--- src/acc_params.svh ---
`ifndef ACC_PARAMS_SVH
`define ACC_PARAMS_SVH
// register byte addresses
`define ACC_OFF_CTRL1    12'h000
`define ACC_OFF_CTRL2    12'h004
`define ACC_OFF_STATUS   12'h008
`define ACC_OFF_IRQ_STAT 12'h00C
`define ACC_OFF_IRQ_MASK 12'h010
// control register fields
`define ACC_B_ON      15
`define ACC_B_OE      14
`define ACC_B_INV     13
`define ACC_B_LPWR    12
`define ACC_B_EVT     9
`define ACC_B_RES     8
`define ACC_B_EVENT_POLARITY_H 7
`define ACC_B_EVENT_POLARITY_L 6
`define ACC_B_REF     4
`define ACC_B_CCH_H   1
`define ACC_B_CCH_L   0
// writable bits of control and status
`define ACC_CTRL_WMASK 16'hF2D3
`define ACC_STAT_WMASK 16'h8000
// status fields
`define ACC_B_IDLE 15
`define ACC_B_EVM  8
`define ACC_B_RESM 0
// reset values
`define ACC_CTRL_RST 16'h0000
`define ACC_STAT_RST 16'h0000
`endif

--- src/acc_pkg.sv ---
package acc_pkg;
  typedef enum logic [1:0] {
    ACC_EV_OFF  = 2'b00,
    ACC_EV_RISE = 2'b01,
    ACC_EV_FALL = 2'b10,
    ACC_EV_ANY  = 2'b11
  } acc_event_polarity_type;
  typedef enum logic [1:0] {
    ACC_CH_B  = 2'b00,
    ACC_CH_C  = 2'b01,
    ACC_CH_D  = 2'b10,
    ACC_CH_BG = 2'b11
  } acc_chan_type;
endpackage

--- src/acc_if.sv ---
`timescale 1ns/1ns
// control and event signals between top and one comparator channel
interface acc_if;
  logic [15:0] ctrl;      // control register contents
  logic        run;       // comparator active
  logic        raw_cmp;   // raw analog result as logic
  logic        result;    // synchronised, polarity-applied result
  logic        ev_set;    // one-cycle event pulse
  modport top (output ctrl, output run, output raw_cmp, input result, input ev_set);
  modport chan (input ctrl, input run, input raw_cmp, output result, output ev_set);
endinterface

--- src/acc_chan.sv ---
`timescale 1ns/1ns
`include "acc_params.svh"
// one comparator: sync, polarity, edge-qualified event detection
module acc_chan
(
  input  wire logic pclk,
  input  wire logic presetn,
  acc_if.chan       cif
);
  logic       s1_q;
  logic       s2_q;
  logic       prev_q;
  logic       first_q;
  logic [1:0] pol_q;
  logic       pol_res;
  logic       rise;
  logic       fall;
  logic       fire;
  logic       armed;
  acc_pkg::acc_event_polarity_type pol;

  // ----------------------------------------
  // polarity and edge decode
  // ----------------------------------------
  assign pol     = acc_pkg::acc_event_polarity_type'(cif.ctrl[`ACC_B_EVENT_POLARITY_H:`ACC_B_EVENT_POLARITY_L]);
  assign pol_res = cif.run & (s2_q ^ cif.ctrl[`ACC_B_INV]);
  assign rise    = pol_res & ~prev_q;
  assign fall    = ~pol_res & prev_q;
  // first event after arming takes any edge, then the chosen polarity
  // armed already in the cycle the code leaves off, before first_q catches up
  assign armed   = first_q | (pol_q == 2'b00);
  assign fire    = ~cif.ctrl[`ACC_B_EVT] & (pol != acc_pkg::ACC_EV_OFF) &
                   ((armed | pol == acc_pkg::ACC_EV_ANY) ? (rise | fall) :
                    (pol == acc_pkg::ACC_EV_RISE) ? rise :
                    (pol == acc_pkg::ACC_EV_FALL) ? fall : 1'b0);
  assign cif.result = prev_q;
  assign cif.ev_set = fire;

  // ----------------------------------------
  // two-stage sync of the raw result
  // ----------------------------------------
  always_ff @(posedge pclk or negedge presetn)
  begin
    if (!presetn)
    begin
      s1_q <= 1'b0;
      s2_q <= 1'b0;
    end
    else
    begin
      s1_q <= cif.raw_cmp;
      s2_q <= s1_q;
    end
  end

  // edge history and first-event arming
  always_ff @(posedge pclk or negedge presetn)
  begin
    if (!presetn)
    begin
      prev_q  <= 1'b0;
      pol_q   <= 2'b00;
      first_q <= 1'b0;
    end
    else
    begin
      prev_q <= pol_res;
      pol_q  <= pol;
      if (fire)
        first_q <= 1'b0;
      else if (pol_q == 2'b00 && pol != acc_pkg::ACC_EV_OFF)
        first_q <= 1'b1;               // re-armed by leaving the off code
    end
  end
endmodule // acc_chan

--- src/acc_top.sv ---
// Chosen here: the APB interface to the registers and the placing of the registers.
`timescale 1ns/1ns
`include "acc_params.svh"
// Notes on behaviour
// - one or two comparators, shared status register
// - enable bit 15 turns comparator on
// - output enable drives the unsynchronised, polarity-applied result to pad
// - polarity bit inverts the read result
// - low-power bit selects low-power analog mode
// - event polarity: any, fall, rise, off
// - event flag set, blocks further events
// - first event after arming takes any edge
// - reference bit picks internal reference or pin A
// - channel select picks B, C, D, half bandgap
// - stop-in-idle halts all comparators in idle
// - status bits 9,8 mirror event flags
// - status bits 1,0 mirror result bits
// - unimplemented bits ignore writes, read zero
module acc_top
#(
  parameter int NUM_CMP = 2
)
(
  input  wire logic                pclk,
  input  wire logic                presetn,
  input  wire logic                psel,
  input  wire logic                penable,
  input  wire logic                pwrite,
  input  wire logic [11:0]         paddr,
  input  wire logic [31:0]         pwdata,
  output logic      [31:0]         prdata,
  output logic                     pready,
  output logic                     pslverr,
  input  wire logic                idle_mode,
  input  wire logic [NUM_CMP-1:0]  analog_result,
  output logic      [NUM_CMP-1:0]  cmp_on,
  output logic      [NUM_CMP-1:0]  low_power_select,
  output logic      [NUM_CMP-1:0]  noninv_ref_select,
  output logic      [2*NUM_CMP-1:0] inverting_channel_select,
  output logic      [NUM_CMP-1:0]  result_pad,
  output logic      [NUM_CMP-1:0]  result_pad_oe,
  output logic      [NUM_CMP-1:0]  cmp_irq_pulse,
  output logic                     irq
);
  // ----------------------------------------
  // register state
  // ----------------------------------------
  logic [15:0]        ctrl_q [NUM_CMP];
  logic               idle_stop_q;
  logic [NUM_CMP-1:0] evt_q;
  logic [NUM_CMP-1:0] ist_q;
  logic [NUM_CMP-1:0] imask_q;
  logic [31:0]        prdata_q;
  logic [NUM_CMP-1:0] ev_set;
  logic [NUM_CMP-1:0] res;
  logic [NUM_CMP-1:0] run;
  logic [15:0]        ctrl_rd [NUM_CMP];
  logic [15:0]        stat_rd;
  logic               wr_en;
  logic               rd_en;
  logic               hit_stat;
  logic               hit_ist;
  logic               hit_imask;
  logic [NUM_CMP-1:0] hit_ctrl;
  logic               hit_any;
  logic [31:0]        rd_mux;

  // ----------------------------------------
  // apb decode, zero-wait answer
  // ----------------------------------------
  function automatic logic [11:0] ctrl_addr(input int idx);
    ctrl_addr = (idx == 0) ? `ACC_OFF_CTRL1 : `ACC_OFF_CTRL2;
  endfunction

  assign wr_en     = psel & penable & pwrite;
  assign rd_en     = psel & ~penable & ~pwrite;
  assign hit_stat  = (paddr == `ACC_OFF_STATUS);
  assign hit_ist   = (paddr == `ACC_OFF_IRQ_STAT);
  assign hit_imask = (paddr == `ACC_OFF_IRQ_MASK);
  assign hit_any   = hit_stat | hit_ist | hit_imask | (|hit_ctrl);
  assign pready    = 1'b1;
  assign pslverr   = psel & penable & ~hit_any;
  assign prdata    = prdata_q;

  // ----------------------------------------
  // per-comparator channels
  // ----------------------------------------
  genvar g;
  generate
    for (g = 0; g < NUM_CMP; g++)
    begin : g_cmp
      acc_if cif ();
      assign hit_ctrl[g] = (paddr == ctrl_addr(g));
      // idle halts every comparator when stop-in-idle is set
      assign run[g] = ctrl_q[g][`ACC_B_ON] & ~(idle_stop_q & idle_mode);
      assign cif.ctrl    = ctrl_rd[g];
      assign cif.run     = run[g];
      assign cif.raw_cmp = analog_result[g];
      assign res[g]      = cif.result;
      assign ev_set[g]   = cif.ev_set;
      // readback: unimplemented bits zero, live event and result
      assign ctrl_rd[g] = (ctrl_q[g] & `ACC_CTRL_WMASK & ~(16'h0001 << `ACC_B_EVT))
                          | ({15'h0000, evt_q[g]} << `ACC_B_EVT)
                          | ({15'h0000, res[g]} << `ACC_B_RES);
      // analog controls
      assign cmp_on[g]            = run[g];
      assign low_power_select[g]  = ctrl_q[g][`ACC_B_LPWR];
      assign noninv_ref_select[g] = ctrl_q[g][`ACC_B_REF];
      assign inverting_channel_select[2*g+1:2*g] =
        ctrl_q[g][`ACC_B_CCH_H:`ACC_B_CCH_L];
      // unsynchronised result straight to the pad
      assign result_pad[g]    = run[g] & (analog_result[g] ^ ctrl_q[g][`ACC_B_INV]);
      assign result_pad_oe[g] = ctrl_q[g][`ACC_B_OE];
      assign cmp_irq_pulse[g] = ev_set[g];

      acc_chan u_chan
      (
        .pclk    (pclk),
        .presetn (presetn),
        .cif     (cif)
      );

      // control register write; event flag set beats software clear
      always_ff @(posedge pclk or negedge presetn)
      begin
        if (!presetn)
        begin
          ctrl_q[g] <= `ACC_CTRL_RST;
          evt_q[g]  <= 1'b0;
        end
        else
        begin
          if (wr_en && hit_ctrl[g])
            ctrl_q[g] <= pwdata[15:0] & `ACC_CTRL_WMASK;
          if (ev_set[g])
            evt_q[g] <= 1'b1;
          else if (wr_en && hit_ctrl[g])
            evt_q[g] <= pwdata[`ACC_B_EVT];
        end
      end

      // sticky interrupt status, write one to clear, set wins
      always_ff @(posedge pclk or negedge presetn)
      begin
        if (!presetn)
        begin
          ist_q[g]   <= 1'b0;
          imask_q[g] <= 1'b0;
        end
        else
        begin
          if (ev_set[g])
            ist_q[g] <= 1'b1;
          else if (wr_en && hit_ist && pwdata[g])
            ist_q[g] <= 1'b0;
          if (wr_en && hit_imask)
            imask_q[g] <= pwdata[g];
        end
      end
    end
  endgenerate

  // ----------------------------------------
  // status register image
  // ----------------------------------------
  assign stat_rd = ({15'h0000, idle_stop_q} << `ACC_B_IDLE)
                 | (16'(evt_q) << `ACC_B_EVM)
                 | (16'(res) << `ACC_B_RESM);

  // read mux over all decoded registers
  always_comb
  begin
    rd_mux = 32'h0000_0000;
    for (int i = 0; i < NUM_CMP; i++)
      if (hit_ctrl[i])
        rd_mux = {16'h0000, ctrl_rd[i]};
    if (hit_stat)
      rd_mux = {16'h0000, stat_rd};
    if (hit_ist)
      rd_mux = 32'(ist_q);
    if (hit_imask)
      rd_mux = 32'(imask_q);
  end

  // stop-in-idle bit and registered read data
  always_ff @(posedge pclk or negedge presetn)
  begin
    if (!presetn)
    begin
      idle_stop_q <= 1'b0;
      prdata_q    <= 32'h0000_0000;
    end
    else
    begin
      if (wr_en && hit_stat)
        idle_stop_q <= pwdata[`ACC_B_IDLE];
      if (rd_en)
        prdata_q <= rd_mux;
    end
  end

  assign irq = |(ist_q & imask_q);
endmodule // acc_top

--- config.mk ---
export PLATFORM = sky130hd
export DESIGN_NAME = acc_top
export DESIGN_NICKNAME = d
export VERILOG_FILES = /design/src/acc_pkg.sv /design/src/acc_if.sv /design/src/acc_chan.sv /design/src/acc_top.sv
export VERILOG_INCLUDE_DIRS = /design/src
export SDC_FILE = /design/constraint.sdc
export NUM_CORES = 1
export LEC_CHECK = 0
export BUFFER_PORTS_ARGS = -buffer_cell sky130_fd_sc_hd__buf_2
export CORE_ASPECT_RATIO = 1.75
export CORE_MARGIN = 10
export CORE_UTILIZATION = 25
export CTS_BUF_LIST = sky130_fd_sc_hd__clkbuf_8
export DETAILED_ROUTE_END_ITERATION = 8
export PLACE_DENSITY = 0.45
export SLEW_MARGIN = 25
export SYNTH_ARGS = -nofsm -noshare
export SYNTH_HDL_FRONTEND = slang
export SYNTH_HIERARCHICAL = 1
export SYNTH_SLANG_ARGS = --single-unit
export TNS_END_PERCENT = 1
--- constraint.sdc ---
create_clock -name pclk -period 2.3 [get_ports pclk]
set_input_delay 0.23 -clock pclk [delete_from_list [all_inputs] [get_ports pclk]]
set_output_delay 0.23 -clock pclk [all_outputs]
set_load 0.02 [all_outputs]
# After elaboration in Yosys (flattened, before gate mapping)
# Cells that the tools add are included.
# totals
reg_bits	71
input_bits	52
word_cells	125
# classes
muxes	23
n_reduce_logical	22
n_eq_ne	10
n_bitwise	50
# ops
op	count
$mux 32	2
$mux 16	3
$or 16x10->16	3
$or 16x9->16	2
$eq 12x4->1 const B	2
$and 1x1->1	20
$mux 1	18
$or 16x2->16	1
$reduce_bool 2->1	8
$eq 12x3->1 const B	1
$eq 12x5->1 const B	1
$logic_not 12->1	1
$not 1->1	10
$logic_and 1x1->1	9
$or 1x1->1	9
$eq 2x2->1 const B	4
$eq 2x1->1 const B	2
$logic_not 2->1	2
$reduce_or 2->1	2
$xor 1x1->1	4
$and 2x2->2	1

# Depth between registers and ports, before layout
# logic_depth
word_depth	11
mapped_depth	10
mapped_depth_nobuf	10

# Hierarchy
# Netlist, hierarchy kept.
# modules_own_cells
module	cells_each	seq_area_each_um2	area_each_um2	n_inst
acc_top	187	900.9	2050.7	1
acc_chan (g_cmp[1].u_chan)	21	150.1	256.5	1
acc_chan (g_cmp[0].u_chan)	21	150.1	255.2	1

# Worst setup path before layout
# OpenSTA, ideal clock, no wires.
# synth_timing
path_kind	input port to flip-flop
start	in paddr[9]
end	reg ctrl_q[13] (netlist name)
path_buffers	1
arrival_time_ps	1845
t_required_ps	2175
slack_ps	330
path_stages	5
cell_sequence	or4_4 nor3_4 nor4b_4 buf_6 mux2_2
# synth_via
elab_chain_len	2
# synth_rtl
element	line	rtl
start: declaration	acc_top.sv:29	input wire logic [11:0] paddr,
$eq 12x3->1	acc_top.sv:93	assign hit_ctrl[g] = (paddr == ctrl_addr(g));
$logic_and 1x1->1	acc_top.sv:133	if (wr_en && hit_ctrl[g])
end signal: indexed assignment	acc_top.sv:128	ctrl_q[g] <= `ACC_CTRL_RST;
end signal: indexed assignment	acc_top.sv:134	ctrl_q[g] <= pwdata[15:0] & `ACC_CTRL_WMASK;
end: declaration	acc_top.sv:48	logic [15:0] ctrl_q [NUM_CMP];
# No other way between the ends.
# A chain may end at the register's enable or synchronous reset.

# Worst setup path in the final report
# layout_timing
start	reg ctrl_q[13] (netlist name)
end	out cmp_irq_pulse[1]
# layout_via
elab_chain_len	10
word_cells_on_any_way	12
classes_between	3 x mux; 9 x bitwise
# layout_rtl
element	line	rtl
$or 16x10->16 *	acc_top.sv:102	assign ctrl_rd[g] = (ctrl_q[g] & `ACC_CTRL_WMASK & ~(16'h0001 << `ACC_B_EVT))
$or 16x9->16 *	acc_top.sv:102	
$xor 1x1->1 *	acc_chan.sv:26	assign pol_res = cif.run & (s2_q ^ cif.ctrl[`ACC_B_INV]);
$and 1x1->1 *	acc_chan.sv:26	
net g_cmp[1].u_chan.pol_res	acc_chan.sv:15	logic pol_res;
$not 1->1	acc_chan.sv:28	assign fall = ~pol_res & prev_q;
$and 1x1->1	acc_chan.sv:28	
$mux 1	acc_chan.sv:35	(pol == acc_pkg::ACC_EV_FALL) ? fall : 1'b0);
$mux 1	acc_chan.sv:34	(pol == acc_pkg::ACC_EV_RISE) ? rise :
$mux 1 *	acc_chan.sv:33	((armed | pol == acc_pkg::ACC_EV_ANY) ? (rise | fall) :
$and 1x1->1 *	acc_chan.sv:32	assign fire = ~cif.ctrl[`ACC_B_EVT] & (pol != acc_pkg::ACC_EV_OFF) &
end: declaration	acc_top.sv:42	output logic [NUM_CMP-1:0] cmp_irq_pulse,
# The timed path passes the listed nets; every way through them passes the cells marked *.

==> out/results.txt <==
asr flop ratio synth -> 100%
vias in the first global route -> 1841
Ant. Diodes -> 0
clock root buffer -> clkbuf_8
crit path buf inv count -> 2
Worst setup EP type -> primary output
Critical Path End -> cmp_irq_pulse[1]
total CTS buffers -> 5
fill cell count -> 1109
register area share after synthesis -> 46.9%
CTS tree -> built
Syn Area/Cell -> 11.2 sq um
Die Y -> 154 um
Netlist cell types -> 45
synthesized cell area -> 2560 sq um
drt initial violations -> 80
synth top area cells -> dfrtp_1, buf_4, mux2_2, mux2i_1, nand2_1
synth warn -> 6
family with the most delay on the worst path -> flip-flops
Fin Setup TNS -> 0 ns
DRC viols -> 0
WP depth -> 8
final wirelength -> 6.92 mm
prevailing post-synth register cell -> dfrtp_1
largest net degree at the start of global routing -> 22
CP Max Fanout -> 4
crit path kind -> register to primary output
clk_lat worst skew -> 0.31 ns
RSZ-0062 raised after global routing -> true
Synth Register Bits -> 48
Worst Setup SP -> ctrl_q[13]$_DFFE_PN0P_
met3 GRT Util -> 3.02%
number of H-tree levels -> 2
final period utilization -> 95.6%
row cnt -> 48
FF-to-FF End -> evt_q[0]$_DFFE_PN0P_
final HPWL from detailed placement -> 5.44 mm
global placer's final weighted congestion -> 0.761
CTS sink count -> 48
cell count after synthesis -> 229
placed standard-cell area -> 2840 sq um
met2 usage -> 17.1%
wire per inst -> 16.9 um
most frequent CP cell -> nor3_4
final setup violation count -> 0
synth-to-layout area growth -> 18.6%
Critical Path Start Type -> register
clock-pin slew on the worst setup and hold paths -> 0.08 ns
multi-input logic area -> 1170 sq um
max cap viols -> 0
clk_skew -> 0.00871 ns
register-to-register setup slack -> 0.40 ns
Vias -> 1804
Starting Density -> 25.7%
Slowest cell on crit path -> dfrtp_2
Leak Pwr -> 0.00158 uW
met1 Use GR -> 9.05%
Die ar. -> 14900 sq um
CP cell instances -> xor2_1, nand2_2, inv_1, ha_1, a22o_2, nor3_4, nor3_4, buf_4
Layout Nets -> 339
I/O pin total -> 103
Final Hold Viols -> 0
layout cell share with drive strength beyond 1 -> 41.2%
Post-synth EDFFs -> 0
Synth area leader -> dfrtp_1
crit path DAT -> 1.97 ns
antenna violations before repair -> 0
CTS max path bufs -> 2
die width -> 96.5 um
worst reg2reg startpoint -> idle_stop_q$_DFFE_PN0P_
DRT antenna net count -> 0
worst hold path class -> primary input to register
Slew Limit Fails -> 0
via/cell ratio -> 4.41
Yosys top cell area share -> 46.9%
core area -> 9970 sq um
gr usage total -> 9.29%
fmax -> 0.455 GHz
grt ovf -> 0
Port Buf Inserts -> 58
path depth of the worst reg2reg path -> 12
CP max stage delay -> 0.44 ns
outcome -> complete, no violations
design area -> 3040 sq um
Critical Path RT -> 2.07 ns
Final min period -> 2.20 ns
first-pass GRT wire length -> 10.4 mm
busiest grt layer -> met2
Power Density -> 504 nW/um^2
number of detailed-route iterations in the first pass -> 4
FF+latch area -> 1200 sq um
Max IR drop VDD -> 191 uV
## cell families (layout without fill, tap and decap cells)
| logic type | after synthesis | after routing | synth area share (%) |
|---|---|---|---|
| xor+xnor | 4 | 4 | 1.37 |
| flops | 48 | 48 | 46.9 |
| other cells | 2 | 22 | 0.293 |
| simple gates | 62 | 62 | 14.4 |
| compound gates | 28 | 28 | 7.62 |
| fa+ha+maj | 4 | 4 | 1.95 |
| buf+inv | 48 | 83 | 12.6 |
| mux | 33 | 33 | 14.9 |
## worst register-to-register path: stages, from the launching register on
cell and delay, ns:
dfrtp_1 0.38, nand2_2 0.07, buf_6 0.12, and2_4 0.16, nand2_4 0.06, inv_2 0.04
ha_2 0.17, a22o_1 0.18, nor3_2 0.23, nor3_2 0.08, buf_4 0.14, nor2_1 0.09
mux2i_1 0.07
## sequential cells by signal, indices dropped and copies added (netlist names)
signal,cells
prdata,11
ctrl_q,8
g_cmp.u_chan/pol_q,4
inverting_channel_select,4
evt_q,2
g_cmp.u_chan/cif.result,2
g_cmp.u_chan/first_q,2
g_cmp.u_chan/s1_q,2
g_cmp.u_chan/s2_q,2
imask_q,2
ist_q,2
low_power_select,2
noninv_ref_select,2
result_pad_oe,2
idle_stop_q,1
## worst min-delay path by stage
| stage | startpoint | to | slack [ns] | cells past startpoint |
|---|---|---|---|---|
| final | analog_result[0] | g_cmp[0].u_chan/s1_q$_DFF_PN0_ | 0.04 | 1 |
| after global routing | analog_result[0] | g_cmp[0].u_chan/s1_q$_DFF_PN0_ | 0.03 | 1 |
| after CTS | analog_result[0] | g_cmp[0].u_chan/s1_q$_DFF_PN0_ | 0.04 | 1 |
| after detailed placement | presetn | ctrl_q[31]$_DFFE_PN0P_ | 0.22 | 1 |
| after global placement | presetn | ctrl_q[31]$_DFFE_PN0P_ | 0.22 | 1 |
| after floorplan | presetn | ctrl_q[13]$_DFFE_PN0P_ | -0.07 | 0 |
## placed cells by master, fill, tap and decap left out, types with 3 or more instances in the layout
| cell type | count |
|---|---|
| xor2_1 | 4 |
| and3_1 | 3 |
| nor3_4 | 3 |
| nand2_1 | 14 |
| nor2_1 | 12 |
| nand3_1 | 3 |
| conb_1 | 22 |
| o21ai_0 | 8 |
| mux2_2 | 20 |
| a21oi_1 | 3 |
| mux2i_1 | 10 |
| inv_1 | 6 |
| buf_2 | 56 |
| dfrtp_1 | 47 |
| nand4_1 | 5 |
| clkbuf_8 | 6 |
| buf_4 | 11 |
## power breakdown
group	switching [uW]	internal (uW)	leakage [uW]	total (uW)
registers	6.47	855	0.000650	861
logic	108	44.1	0.000872	152
clock network	281	237	0.0000538	518
total	395	1140	0.00158	1530
## metal layers
metal,part of all wire [%],routed length [um]
met3,9.5,659
met2,55,3780
met1,34,2370
met5,0,0
met4,1.5,107
## cell usage after synthesis, types with 2 or more instances
master / n
clkbuf_1: 4
mux2_2: 20
o21a_1: 2
o32a_1: 2
nor3_1: 6
dfrtp_1: 48
o2bb2ai_1: 2
nand2_1: 17
a31oi_1: 2
inv_1: 5
and2_1: 3
nand4_1: 5
buf_4: 36
o21ai_0: 8
a22o_1: 2
o31ai_1: 2
a21o_1: 2
or2_0: 2
xor2_1: 4
nand3_1: 3
and3_1: 3
a21oi_1: 3
mux2i_1: 10
conb_1: 2
mux4_2: 2
nor2_1: 12
ha_1: 4
## area by class of cell
type | count | share of cell area, %
sequential | 48 | 39.6
timing repair buffer | 70 | 13.3
clock inverter | 2 | 0.247
inverter | 5 | 0.618
clock buffer | 6 | 2.72
tap | 125 | 5.15
multi-input combinational | 153 | 38.4
## metrics by stage
stage	util [%]	setup WS (ns)	hold WS (ns)	cells	total power, uW
after floorplan	-	0.330	-0.0656	249	989
after global placement	28.5	0.249	0.220	396	1030
final	30.5	0.101	0.0446	409	1530
after global routing	30.5	-0.0169	0.0341	409	1610
after CTS	29.6	0.0166	0.0375	405	1560
after detailed placement	28.5	0.237	0.222	396	1030
## timing repair
| item | in CTS | in global routing |
|---|---|---|
| hold buffers | 1 | 0 |
| pin swaps | 0 | 5 |
| endpoints found under the hold margin | 19 | 0 |
| cloned | 0 | 0 |
| gates resized for setup | 2 | 17 |
| setup buffers | 0 | 4 |
| setup endpoints to repair | 1 | 2 |
Note: power is estimated with default switching activity, not from simulation.
